**src/design/fire_cmd_status_defs.svh**
```systemverilog
// Purpose: shared constants of the trigger sequencer and operation status group
// Assumes: 16-bit operation status registers
// Notes:   definitions only
`ifndef FIRE_CMD_STATUS_DEFS_SVH
`define FIRE_CMD_STATUS_DEFS_SVH

// ****************************************************************
// operation status layout
// ****************************************************************
`define OPERATION_SUMMARY_BIT_W          16
`define OPERATION_SUMMARY_BIT_CAL_BIT    0
`define OPERATION_SUMMARY_BIT_WAIT_BIT   5
`define OPERATION_SUMMARY_BIT_VLIM_BIT   8
`define OPERATION_SUMMARY_BIT_ILIM_BIT   10
`define OPERATION_SUMMARY_BIT_IMPL_MASK  16'h0521

// ****************************************************************
// reset values
// ****************************************************************
`define RISE_RESET      16'h0521
`define FALL_RESET      16'h0000
`define EVENT_RESET     16'h0000
`define ENABLE_RESET    16'h0000
`define CONT_RESET      1'b0

// ****************************************************************
// status byte and source code
// ****************************************************************
`define STB_W           8
`define STB_OPERATION_SUMMARY_BIT_BIT    7
`define SOURCE_BUS      16'h0001

`endif

```
**src/design/fire_cmd_status_pkg.sv**
```systemverilog
// Purpose: types of the trigger sequencer and operation status group
// Assumes: command codes arrive on a 5-bit command port
// Notes:   trigger states are Gray along idle -> armed
package fire_cmd_status_pkg;

  typedef enum logic [4:0] {
    CMD_CANCEL      = 5'h00,
    CMD_ARM         = 5'h01,
    CMD_FIRE        = 5'h02,
    CMD_SET_CONT    = 5'h03,
    CMD_GET_CONT    = 5'h04,
    CMD_SET_SOURCE  = 5'h05,
    CMD_GET_SOURCE  = 5'h06,
    CMD_RECALL      = 5'h07,
    CMD_RESET_STATE = 5'h08,
    CMD_CLEAR_STAT  = 5'h09,
    CMD_PRESET      = 5'h0A,
    CMD_WR_RISING   = 5'h0B,
    CMD_WR_FALLING  = 5'h0C,
    CMD_WR_ENABLE   = 5'h0D,
    CMD_RD_COND     = 5'h0E,
    CMD_RD_RISING   = 5'h0F,
    CMD_RD_FALLING  = 5'h10,
    CMD_RD_EVENT    = 5'h11,
    CMD_RD_ENABLE   = 5'h12,
    CMD_SET_PEND_I  = 5'h13,
    CMD_SET_PEND_V  = 5'h14
  } cmd_t;

  typedef enum logic {
    FIRE_CMD_IDLE  = 1'b0,
    FIRE_CMD_ARMED = 1'b1
  } fire_cmd_state_t;

endpackage

```
**src/design/trigger_and_operation_status.sv**
```systemverilog
// Purpose: bus triggered level sequencer with its operation status registers
// Assumes: commands come from command decode logic on ref_clk; status pins are asynchronous
// Notes:   one command per cycle; reads answer on the next cycle
`timescale 1ns/1ns
`default_nettype none
`include "fire_cmd_status_defs.svh"

// Functional notes
// trigger commands act only in fixed mode
// cancel abandons trigger, reloads pending levels
// cancel clears awaiting-event flag
// continuous arming re-arms right after cancel
// cancel at power-up, recall and reset
// arm lets next fire apply pending level
// unarmed fires are ignored entirely
// continuous arming keeps logic armed
// controller arms before each fire otherwise
// accepted fire applies programmed pending level
// accepted fire clears flag and disarms
// continuous mode re-arms, flag returns high
// source select accepts and reports bus only
// condition register is live and read-only
// filters writable; preset clears falling filter
// event latches; read or clear-status clears
// enable register is a writable mask
// enabled events OR into status bit 7
// condition bits 0, 5, 8, 10
// falling filter catches 1-to-0 changes
// rising filter catches 0-to-1 changes
// power-up: rising ones, others zero
// filter writes can themselves set events
// 16-bit registers; unassigned bits read zero
// two-state trigger; flag equals armed state
module trigger_and_operation_status
  import fire_cmd_status_pkg::*;
#(
  parameter int LEVEL_W = 16
) (
  input  wire logic               ref_clk,
  input  wire logic               reset,
  input  wire logic               fixedMode,
  input  wire logic               calBusyPin,
  input  wire logic               voltLimitedPin,
  input  wire logic               currLimitedPin,
  input  wire logic               cmdValid,
  input  wire logic [4:0]         cmdCode,
  input  wire logic [15:0]        cmdData,
  input  wire logic [LEVEL_W-1:0] immAmpLevel,
  input  wire logic [LEVEL_W-1:0] immPotLevel,
  output logic                    awaitingEvent,
  output logic [LEVEL_W-1:0]      outAmpLevel,
  output logic [LEVEL_W-1:0]      outPotLevel,
  output logic                    ampApply,
  output logic                    potApply,
  output logic                    respValid,
  output logic [15:0]             respData,
  output logic                    cmdReject,
  output logic [`STB_W-1:0]       statusByte
);

  // ****************************************************************
  // declarations
  // ****************************************************************
  fire_cmd_state_t           stateFf;
  fire_cmd_state_t           nxt_state;
  logic                  contFf;
  logic                  pwrCancelFf;
  logic [LEVEL_W-1:0]    pendAmpFf;
  logic [LEVEL_W-1:0]    pendPotFf;
  logic                  pendAmpSetFf;
  logic                  pendPotSetFf;
  logic [LEVEL_W-1:0]    outAmpFf;
  logic [LEVEL_W-1:0]    outPotFf;
  logic                  ampApplyFf;
  logic                  potApplyFf;
  logic [2:0]            syncAFf;
  logic [2:0]            syncBFf;
  logic [`OPERATION_SUMMARY_BIT_W-1:0]    condFf;
  logic [`OPERATION_SUMMARY_BIT_W-1:0]    condPrevFf;
  logic [`OPERATION_SUMMARY_BIT_W-1:0]    nxt_cond;
  logic [`OPERATION_SUMMARY_BIT_W-1:0]    riseFf;
  logic [`OPERATION_SUMMARY_BIT_W-1:0]    fallFf;
  logic [`OPERATION_SUMMARY_BIT_W-1:0]    enableFf;
  logic [`OPERATION_SUMMARY_BIT_W-1:0]    events;
  logic [`OPERATION_SUMMARY_BIT_W-1:0]    filterSet;
  logic [`OPERATION_SUMMARY_BIT_W-1:0]    wrValue;
  logic                  respValidFf;
  logic [15:0]           respDataFf;
  logic                  cmdRejectFf;
  logic [`STB_W-1:0]     statusByteFf;
  logic                  doCancel;
  logic                  armReq;
  logic                  fireAcc;
  logic                  isRead;

  function automatic logic cmdIs(input logic valid, input logic [4:0] code, input cmd_t which);
    cmdIs = valid && (code == which);
  endfunction

  // ****************************************************************
  // command decode
  // ****************************************************************
  always_comb begin
    doCancel = pwrCancelFf
             | (cmdIs(cmdValid, cmdCode, CMD_CANCEL) && fixedMode)
             | cmdIs(cmdValid, cmdCode, CMD_RECALL)
             | cmdIs(cmdValid, cmdCode, CMD_RESET_STATE);
    armReq   = cmdIs(cmdValid, cmdCode, CMD_ARM) && fixedMode;
    fireAcc  = cmdIs(cmdValid, cmdCode, CMD_FIRE) && fixedMode
             && (stateFf == FIRE_CMD_ARMED) && !doCancel;
    wrValue  = cmdData & `OPERATION_SUMMARY_BIT_IMPL_MASK;
    isRead   = cmdIs(cmdValid, cmdCode, CMD_GET_CONT)
             | cmdIs(cmdValid, cmdCode, CMD_GET_SOURCE)
             | cmdIs(cmdValid, cmdCode, CMD_RD_COND)
             | cmdIs(cmdValid, cmdCode, CMD_RD_RISING)
             | cmdIs(cmdValid, cmdCode, CMD_RD_FALLING)
             | cmdIs(cmdValid, cmdCode, CMD_RD_EVENT)
             | cmdIs(cmdValid, cmdCode, CMD_RD_ENABLE);
  end

  // ****************************************************************
  // power-up cancel
  // ****************************************************************
  always_ff @(posedge ref_clk) begin
    if (reset) begin
      pwrCancelFf <= 1'b1;
    end else begin
      pwrCancelFf <= 1'b0;
    end
  end

  // ****************************************************************
  // continuous arming setting
  // ****************************************************************
  always_ff @(posedge ref_clk) begin
    if (reset) begin
      contFf <= `CONT_RESET;
    end else if (cmdIs(cmdValid, cmdCode, CMD_RESET_STATE)) begin
      contFf <= `CONT_RESET;
    end else if (cmdIs(cmdValid, cmdCode, CMD_SET_CONT)) begin
      contFf <= cmdData[0];
    end
  end

  // ****************************************************************
  // trigger state machine
  // ****************************************************************
  always_comb begin
    nxt_state = stateFf;
    case (stateFf)
      FIRE_CMD_IDLE: begin
        if (!doCancel && (armReq || contFf)) begin
          nxt_state = FIRE_CMD_ARMED;
        end
      end
      FIRE_CMD_ARMED: begin
        if (doCancel || fireAcc) begin
          nxt_state = FIRE_CMD_IDLE;
        end
      end
      default: begin
        nxt_state = FIRE_CMD_IDLE;
      end
    endcase
  end

  always_ff @(posedge ref_clk) begin
    if (reset) begin
      stateFf <= FIRE_CMD_IDLE;
    end else begin
      stateFf <= nxt_state;
    end
  end

  assign awaitingEvent = stateFf;

  // ****************************************************************
  // pending levels
  // ****************************************************************
  always_ff @(posedge ref_clk) begin
    if (reset) begin
      pendAmpFf    <= '0;
      pendPotFf    <= '0;
      pendAmpSetFf <= 1'b0;
      pendPotSetFf <= 1'b0;
    end else if (doCancel) begin
      pendAmpFf    <= immAmpLevel;
      pendPotFf    <= immPotLevel;
      pendAmpSetFf <= 1'b0;
      pendPotSetFf <= 1'b0;
    end else if (cmdIs(cmdValid, cmdCode, CMD_SET_PEND_I)) begin
      pendAmpFf    <= cmdData[LEVEL_W-1:0];
      pendAmpSetFf <= 1'b1;
    end else if (cmdIs(cmdValid, cmdCode, CMD_SET_PEND_V)) begin
      pendPotFf    <= cmdData[LEVEL_W-1:0];
      pendPotSetFf <= 1'b1;
    end
  end

  // ****************************************************************
  // output level change
  // ****************************************************************
  always_ff @(posedge ref_clk) begin
    if (reset) begin
      outAmpFf   <= '0;
      outPotFf   <= '0;
      ampApplyFf <= 1'b0;
      potApplyFf <= 1'b0;
    end else begin
      ampApplyFf <= fireAcc && pendAmpSetFf;
      potApplyFf <= fireAcc && pendPotSetFf;
      if (fireAcc && pendAmpSetFf) begin
        outAmpFf <= pendAmpFf;
      end
      if (fireAcc && pendPotSetFf) begin
        outPotFf <= pendPotFf;
      end
    end
  end

  assign outAmpLevel = outAmpFf;
  assign outPotLevel = outPotFf;
  assign ampApply    = ampApplyFf;
  assign potApply    = potApplyFf;

  // ****************************************************************
  // status pin synchronisers
  // ****************************************************************
  always_ff @(posedge ref_clk) begin
    if (reset) begin
      syncAFf <= 3'h0;
      syncBFf <= 3'h0;
    end else begin
      syncAFf <= {currLimitedPin, voltLimitedPin, calBusyPin};
      syncBFf <= syncAFf;
    end
  end

  // ****************************************************************
  // condition register
  // ****************************************************************
  always_comb begin
    nxt_cond                 = '0;
    nxt_cond[`OPERATION_SUMMARY_BIT_CAL_BIT]  = syncBFf[0];
    nxt_cond[`OPERATION_SUMMARY_BIT_WAIT_BIT] = stateFf;
    nxt_cond[`OPERATION_SUMMARY_BIT_VLIM_BIT] = syncBFf[1];
    nxt_cond[`OPERATION_SUMMARY_BIT_ILIM_BIT] = syncBFf[2];
  end

  always_ff @(posedge ref_clk) begin
    if (reset) begin
      condFf     <= '0;
      condPrevFf <= '0;
    end else begin
      condFf     <= nxt_cond;
      condPrevFf <= condFf;
    end
  end

  // ****************************************************************
  // filters and enable
  // ****************************************************************
  always_ff @(posedge ref_clk) begin
    if (reset) begin
      riseFf   <= `RISE_RESET;
      fallFf   <= `FALL_RESET;
      enableFf <= `ENABLE_RESET;
    end else if (cmdIs(cmdValid, cmdCode, CMD_PRESET)) begin
      riseFf   <= `RISE_RESET;
      fallFf   <= `FALL_RESET;
      enableFf <= `ENABLE_RESET;
    end else begin
      if (cmdIs(cmdValid, cmdCode, CMD_WR_RISING)) begin
        riseFf <= wrValue;
      end
      if (cmdIs(cmdValid, cmdCode, CMD_WR_FALLING)) begin
        fallFf <= wrValue;
      end
      if (cmdIs(cmdValid, cmdCode, CMD_WR_ENABLE)) begin
        enableFf <= wrValue;
      end
    end
  end

  // newly opened filter bits report the level already present
  always_comb begin
    filterSet = '0;
    if (cmdIs(cmdValid, cmdCode, CMD_WR_RISING)) begin
      filterSet = wrValue & ~riseFf & condFf;
    end else if (cmdIs(cmdValid, cmdCode, CMD_WR_FALLING)) begin
      filterSet = wrValue & ~fallFf & ~condFf & `OPERATION_SUMMARY_BIT_IMPL_MASK;
    end
  end

  // ****************************************************************
  // event register
  // ****************************************************************
  operation_summary_bit_event_latch #(
    .W (`OPERATION_SUMMARY_BIT_W)
  ) u_event (
    .ref_clk       (ref_clk),
    .reset         (reset),
    .condNow       (condFf),
    .condPrev      (condPrevFf),
    .risingFilter  (riseFf),
    .fallingFilter (fallFf),
    .extraSet      (filterSet),
    .clearEvents   (cmdIs(cmdValid, cmdCode, CMD_RD_EVENT)
                    | cmdIs(cmdValid, cmdCode, CMD_CLEAR_STAT)),
    .events        (events)
  );

  // ****************************************************************
  // summary bit
  // ****************************************************************
  always_ff @(posedge ref_clk) begin
    if (reset) begin
      statusByteFf <= '0;
    end else begin
      statusByteFf                <= '0;
      statusByteFf[`STB_OPERATION_SUMMARY_BIT_BIT] <= |(events & enableFf);
    end
  end

  assign statusByte = statusByteFf;

  // ****************************************************************
  // readback
  // ****************************************************************
  always_ff @(posedge ref_clk) begin
    if (reset) begin
      respValidFf <= 1'b0;
      respDataFf  <= '0;
    end else begin
      respValidFf <= isRead;
      if (isRead) begin
        case (cmdCode)
          CMD_GET_CONT:   respDataFf <= {15'h0000, contFf};
          CMD_GET_SOURCE: respDataFf <= `SOURCE_BUS;
          CMD_RD_COND:    respDataFf <= condFf;
          CMD_RD_RISING:  respDataFf <= riseFf;
          CMD_RD_FALLING: respDataFf <= fallFf;
          CMD_RD_EVENT:   respDataFf <= events;
          CMD_RD_ENABLE:  respDataFf <= enableFf;
          default:        respDataFf <= '0;
        endcase
      end
    end
  end

  // ****************************************************************
  // rejected commands
  // ****************************************************************
  always_ff @(posedge ref_clk) begin
    if (reset) begin
      cmdRejectFf <= 1'b0;
    end else begin
      cmdRejectFf <= (cmdIs(cmdValid, cmdCode, CMD_SET_SOURCE)
                      && (cmdData != `SOURCE_BUS))
                   || (cmdValid && (cmdCode > CMD_SET_PEND_V));
    end
  end

  assign respValid = respValidFf;
  assign respData  = respDataFf;
  assign cmdReject = cmdRejectFf;

endmodule
`default_nettype wire

```
**src/design/operation_summary_bit_event_latch.sv**
```systemverilog
// Purpose: transition filtered event latch of the operation status group
// Assumes: condNow and condPrev are registered one cycle apart
// Notes:   a set arriving with a clear wins
`timescale 1ns/1ns
`default_nettype none
`include "fire_cmd_status_defs.svh"

module operation_summary_bit_event_latch #(
  parameter int W = 16
) (
  input  wire logic         ref_clk,
  input  wire logic         reset,
  input  wire logic [W-1:0] condNow,
  input  wire logic [W-1:0] condPrev,
  input  wire logic [W-1:0] risingFilter,
  input  wire logic [W-1:0] fallingFilter,
  input  wire logic [W-1:0] extraSet,
  input  wire logic         clearEvents,
  output logic      [W-1:0] events
);

  logic [W-1:0] eventFf;
  logic [W-1:0] setBits;

  // ****************************************************************
  // transition filter
  // ****************************************************************
  always_comb begin
    setBits = (risingFilter & condNow & ~condPrev)
            | (fallingFilter & ~condNow & condPrev)
            | extraSet;
  end

  // ****************************************************************
  // event latch
  // ****************************************************************
  always_ff @(posedge ref_clk) begin
    if (reset) begin
      eventFf <= W'(`EVENT_RESET);
    end else if (clearEvents) begin
      eventFf <= setBits;
    end else begin
      eventFf <= eventFf | setBits;
    end
  end

  assign events = eventFf;

endmodule
`default_nettype wire

```
**config.mk**
```make
export PLATFORM = sky130hd
export DESIGN_NAME = trigger_and_operation_status
export DESIGN_NICKNAME = d
export VERILOG_FILES = /design/src/design/fire_cmd_status_pkg.sv /design/src/design/trigger_and_operation_status.sv /design/src/design/operation_summary_bit_event_latch.sv
export VERILOG_INCLUDE_DIRS = /design/src /design/src/design
export SDC_FILE = /design/constraint.sdc
export NUM_CORES = 1
export LEC_CHECK = 0
export BUFFER_PORTS_ARGS = -buffer_cell sky130_fd_sc_hd__buf_2
export CORE_MARGIN = 3
export CORE_UTILIZATION = 37
export CTS_BUF_LIST = sky130_fd_sc_hd__clkbuf_8
export CTS_CLUSTER_SIZE = 30
export DETAILED_ROUTE_END_ITERATION = 10
export GPL_ROUTABILITY_DRIVEN = 0
export GPL_TIMING_DRIVEN = 1
export HOLD_SLACK_MARGIN = 0.08
export PLACE_DENSITY = 0.63
export SYNTH_ARGS = -nofsm -noshare
export SYNTH_HDL_FRONTEND = slang
export SYNTH_SLANG_ARGS = --single-unit
```
**constraint.sdc**
```tcl
create_clock -name ref_clk -period 2.45 [get_ports ref_clk]
set_input_delay 0.49 -clock ref_clk [delete_from_list [all_inputs] [get_ports ref_clk]]
set_output_delay 0.49 -clock ref_clk [all_outputs]
set_load 0.01 [all_outputs]
```
==> results of run 1 <==
==> report_power, final <==
| part | internal (mW) | switching, mW |
|---|---|---|
| sequential | 1.81 | 0.0306 |
| combinational | 0.123 | 0.197 |
| clock | 0.472 | 0.615 |
==> layout make-up <==
type | instances | area share [%]
Sequential cell | 108 | 38.7
Tap cell | 172 | 3.85
Timing Repair Buffer | 113 | 11.3
Multi-Input combinational cell | 352 | 42.3
Inverter | 5 | 0.336
Clock buffer | 9 | 2.22
Clock inverter | 7 | 1.21
==> Yosys cell counts, types with 4 or more instances <==
cell        n  share of area [%]
dfxtp_1   108                 45
nor2_1     83                6.5
mux2i_1    80                 17
a211oi_1   32                5.0
nor2b_1    29                3.8
buf_4      22                3.4
clkbuf_1   18                1.4
nand2_1    18                1.4
a31oi_1     9                1.2
buf_2       8               0.83
o21ai_0     8               0.83
nand4_1     7               0.91
buf_6       6                1.4
inv_1       5               0.39
nand2b_1    5               0.65
nor3_1      5               0.52
nor4_1      5               0.65
a21oi_1     4               0.42
a221oi_1    4               0.73
and2_1      4               0.52
==> registers in the layout, summed over array words and instances, names as in the netlist <==
| name | cells |
|---|---|
| awaitingEvent | 1 |
| potApply | 1 |
| respData | 4 |
| enableFf | 4 |
| syncBFf | 3 |
| cmdReject | 1 |
| pendPotFf | 16 |
| pendAmpSetFf | 1 |
| pendAmpFf | 16 |
| syncAFf | 3 |
| statusByte | 1 |
| condPrevFf | 4 |
| fallFf | 4 |
| pwrCancelFf | 1 |
| outAmpLevel | 16 |
| respValid | 1 |
| pendPotSetFf | 1 |
| ampApply | 1 |
| contFf | 1 |
| condFf | 4 |
| outPotLevel | 16 |
| riseFf | 4 |
| u_event.events | 4 |
==> per-layer routing <==
metal | up-vias | track usage (%)
met5 | - | 0
met4 | 0 | 5.58
met3 | 15 | 3.53
met2 | 117 | 26.7
met1 | 1820 | 23.4
li1 | 1890 | -
==> per-stage QoR <==
step                setup slack [ps]  cell area, um^2  std cells  util [%]
floorplan                        535             4890        521         -
global placement                 406             5390        750      42.6
detailed placement               338             5390        750      42.6
CTS                              720             5580        766      44.1
global route                     565             5580        766      44.1
finish                           674             5580        766      44.1
==> worst min-delay path by stage <==
stage / from / to / slack, ps / depth (start not counted)
2_1_floorplan: syncBFf[0] / condFf[0] / 410 / 1
3_3_place_gp: syncAFf[1] / syncBFf[1] / 420 / 1
3_5_place_dp: syncBFf[1] / condFf[8] / 420 / 1
4_1_cts: voltLimitedPin / syncAFf[1] / 320 / 2
5_1_grt: calBusyPin / syncAFf[0] / 340 / 2
6_report: voltLimitedPin / syncAFf[1] / 330 / 2
==> cells by family after synthesis <==
family	after synthesis
multiplexers	82
AO/OA/AOI/OAI	71
XOR/XNOR	1
buffers and inverters	61
AND/OR/NAND/NOR	179
flip-flops	108
other	1
==> results.md, run 1 <==
- R2r startpoint: awaitingEvent
- Max incr delay on CP: 350 ps
- Antenna viol nets, final: 0
- NumNets Final: 649
- Crit Path Class: in2reg
- Met3 WL: 759 um
- Die Wd: 120 um
- Status: completed
- Commonest cells after routing, fill and taps aside: dfxtp_1, buf_2, nor2_1
- Final hold vios: 0
- Mux cell area share after synthesis: 17.1%
- Levels on crit path: 7
- Initial DRC Count: 223
- RSZ-0062 raised after global routing: false
- Pwr Density: 581 nW/um^2
- Tightest Pin Transition: 502 ps
- I/O pin count: 121
- Simple-gate area share of the yosys netlist: 18.8%
- Fin crit share: 72.5%
- Commonest non-fill, non-tap cell in the layout: dfxtp_1
- Ys flop type: dfxtp_1
- Crit path to: pendPotFf[8]
- F_max: 0.563 GHz
- Post-Synth Adder-Cell Area: 0%
- Number of global-route vias before repair: 3682
- Total power draw: 3.25 mW
- Syn-to-layout area delta: 15.8%
- Router iterations before antenna repair: 4
- Post-CTS setup buffer count: 0
- Area of the multi-input gates: 2360 um^2
- Routed WL per cell: 16.1 um
- Syn avg cell area: 9.58 um^2
- TritonCTS Buffers: 9
- Largest net degree at the start of global routing: 68
- Library cells used by synthesis: 48
- Reg2reg path depth: 5
- Post-synthesis cell count: 503
- Die H: 120 um
- Register area: 2160 um^2
- CP Launch Point: cmdCode[0]
- # resized after CTS: 0
- Max-cap viol count: 0
- Clk sinks: 108
- Synthesis Warnings: 0
- Routed vias/inst: 5.02
- WHS: 333 ps
- H-tree depth: 3
- Root Driver: clkbuf_8
- Clock tree buffer depth: 2
- First-pass GRT wire length: 19500 um
- GRT Util Overall: 17.0%
- Std cell rows: 41
- Diodes inserted: 0
- Overflow left after global routing: 0
- Leakage power: 2.18 nW
- Worst EP required: 2730 ps
- Clk slew on worst S/H paths: 90 ps
- Die area: 14400 um^2
- Crit path max fanout: 67
- WP buf/inv: 2
- Total Wirelength: 12400 um
- DRC violations left: 0
- Largest family of logic cells by synthesized area: simple AND/OR/NAND/NOR gates
- Starting Density: 38.0%
- R2R Setup Slk: 810 ps
- Clk_lat worst skew: 380 ps
- Netlist Area Pre-Place: 4820 um^2
- Synth Area in Compound Gates: 10.7%
- Layout cells sized above 1: 23.9%
- Register area share after synthesis: 44.8%
- Clock Skews: 9.36 ps
- Slowest cell on crit path: buf_2
- CP Capture Type: register
- TritonCTS clock tree: built
- Input/output buffers: 101
- Clock period minus worst slack: 1780 ps
- Highest metal used: met4
- Post-Synth XOR/XNOR Area: 0.182%
- Filler cells: 1256
- Cell family with most CP delay: buffers and inverters
- DR WL met2: 5690 um
- #FFs+latches synth: 108
- Type of the most critical hold path: in2reg
- M1 WL: 5710 um
- Cells along the critical path: buf_2 -> or2_1 -> o32ai_2 -> a31oi_4 -> buf_12 -> nor2_1 -> a211oi_1
- Setup Viol. Count Final: 0
- Max-slew violations: 0
- Peak VDD IR: 226 uV
- R2R Path End: outPotLevel[13]
- Detail Placement HPWL: 8920 um
- Core area: 12700 um^2
- Routed vias: 3842
- Worst Path Arrival: 2060 ps
- CP Launch Type: primary input
- Relative slew slack: 66.5%
- Antenna violations before repair: 0
- CTS Hold Bufs: 0
- Async S/R FF share, synth: 0%
- Setup TNS: 0 ps
- Post-synth EDFFs: 0
Power figures use the tool's default switching activity.
==> inputs of run 2 (changes only) <==
--- a/config.mk
+++ b/config.mk
@@ -15,7 +15,7 @@
 export GPL_ROUTABILITY_DRIVEN = 0
 export GPL_TIMING_DRIVEN = 1
 export HOLD_SLACK_MARGIN = 0.08
-export PLACE_DENSITY = 0.63
+export PLACE_DENSITY = 0.65
 export SYNTH_ARGS = -nofsm -noshare
 export SYNTH_HDL_FRONTEND = slang
 export SYNTH_SLANG_ARGS = --single-unit
==> constraint.sdc (replaced) <==
create_clock -name ref_clk -period 1.48 [get_ports ref_clk]
set_input_delay 0.296 -clock ref_clk [delete_from_list [all_inputs] [get_ports ref_clk]]
set_output_delay 0.296 -clock ref_clk [all_outputs]
set_load 0.01 [all_outputs]
==> results.md, run 2 (same netlist as run 1, synthesis figures left out) <==
- Status: completed
- Worst Path Arrival: 1690 ps (-370 ps)
- Routed vias/inst: 4.98 (-0.66%)
- Cells along the critical path: nand3_4 -> nor4b_4 -> buf_4 -> clkbuf_16 -> mux2i_1 -> nor2_1
- Total Wirelength: 12800 um (+3.9%)
- Slowest cell on crit path: dfxtp_2
- F_max: 0.700 GHz
- Setup TNS: 0 ps (unchanged)
- Post-Layout Cell Count: 808 (+5.5%)
- Router iterations before antenna repair: 5 (+1)
- Clk_lat worst skew: 370 ps (about the same)
- Clock Skews: 13.8 ps (+4.45 ps)
- Number of global-route vias before repair: 3915 (+6.3%)
- Clock period minus worst slack: 1430 ps
- Initial DRC Count: 209 (-6.3%)
- GRT Util Overall: 17.8% (+0.76 points)
- Clock tree buffer depth: 2 (unchanged)
- Filler cells: 1223 (-2.6%)
- Worst EP required: 1740 ps (-990 ps)
- TritonCTS Buffers: 9 (unchanged)
- Peak VDD IR: 505 uV (+120%)
- H-tree depth: 3 (unchanged)
- Antenna violations before repair: 1 (+1)
- Pwr Density: 882 nW/um^2 (+52%)
- First-pass GRT wire length: 20300 um (+4.0%)
- RSZ-0062 raised after global routing: false
- CP Launch Type: register
- CP Capture Type: register
- Max-cap viol count: 0 (unchanged)
- CTS Hold Bufs: 0 (unchanged)
- Largest net degree at the start of global routing: 53 (-22%)
- Type of the most critical hold path: in2reg
- Die H: 120 um (unchanged)
- Max incr delay on CP: 360 ps (about the same)
- NumNets Final: 690 (+6.3%)
- Fin util: 48.6% (+4.6 points)
- Clk sinks: 108 (unchanged)
- Clk slew on worst S/H paths: 100 ps (about the same)
- I/O pin count: 121 (unchanged)
- TritonCTS clock tree: built
- DRC violations left: 0 (unchanged)
- Die area: 14400 um^2 (unchanged)
- Root Driver: clkbuf_8
- Core area: 12700 um^2 (unchanged)
- R2R Setup Slk: 50 ps (-760 ps)
- Routed WL per cell: 15.9 um (-1.5%)
- Routed vias: 4026 (+4.8%)
- Die Wd: 120 um (unchanged)
- Commonest non-fill, non-tap cell in the layout: dfxtp_1
- Antenna viol nets, final: 0 (unchanged)
- Final hold vios: 0 (unchanged)
- Detail Placement HPWL: 9420 um (+5.7%)
- Crit Path Class: reg2reg
- Crit path max fanout: 8 (-88%)
- Setup Viol. Count Final: 0 (unchanged)
- Dpl cells: 789 (+5.2%)
- Commonest cells after routing, fill and taps aside: dfxtp_1, buf_2, nor2_1
- Starting Density: 38.0% (unchanged)
- Std cell rows: 41 (unchanged)
- Max-slew violations: 0 (unchanged)
- Leakage power: 2.46 nW (+13%)
- Syn-to-layout area delta: 27.8%
- Fin crit share: 96.5%
- Input/output buffers: 101 (unchanged)
- Overflow left after global routing: 0 (unchanged)
- Layout cells sized above 1: 34.0% (+10 points)
run 2: cell count changes in the layout (fill, tap and decap cells not counted), sizes merged:
cell      delta
clkinvlp     -1
clkbuf       +2
inv          -2
clkinv       +3
buf         +40
bufinv       -1
diode        +1
run 2: worst paths after layout:
kind / startpoint / cells past startpoint / end
setup reg to reg: awaitingEvent / 6 / outPotLevel[15]
hold / removal: currLimitedPin / 2 / syncAFf[2]
hold reg to reg: syncBFf[0] / 1 / condFf[0]
setup / recovery: awaitingEvent / 6 / outPotLevel[15]
run 2: power breakdown:
part           switching (mW)  internal (mW)  leakage [nW]
sequential             0.0492           3.00         0.882
clock                    1.04          0.678        0.0999
combinational           0.374          0.293          1.48
total                    1.47           3.97          2.46
run 2: worst max-delay path, delay by kind of cell, from the launching register on:
| kind | cells | cell delay [ps] |
|---|---|---|
| and+or+nand+nor | 3 | 420 |
| muxes | 1 | 190 |
| buffers and inverters | 2 | 360 |
| DFF | 1 | 360 |
run 2: area by class of cell:
class	count	area, um^2	share of cell area [%]
sequential	108	2160	35.1
multi-input combinational	352	2540	41.3
antenna	1	2.50	0.0406
inverter	5	18.8	0.305
clock buffer	10	138	2.23
tap	172	215	3.49
clock inverter	6	46.3	0.751
timing repair buffer	154	1040	16.8
run 2: what timing repair did:
action | 4_1_cts | 5_1_grt
gates resized for setup | 0 | 2
endpoints found under the setup margin | 0 | 1
setup buffers | 0 | 1
endpoints found under the hold margin | 0 | 0
run 2: metrics by stage:
step	worst slack, ps	total power [mW]	cell area (um^2)	hold slack [ps]
floorplan	-177	3.53	5080	324
global placement	-235	3.76	5940	419
detailed placement	-290	3.78	5940	423
CTS	71.0	5.50	6120	117
global route	4.15	5.69	6160	108
finish	51.9	5.43	6160	136
run 2: layer usage:
metal,up-vias,wire (um),part of all wire [%],global-route usage [%]
li1,1968,-,-,-
met1,1923,5900,46,24.2
met2,118,5970,47,27.8
met3,17,727,5.7,4.29
met4,0,240,1.9,5.65
met5,-,0,0,0
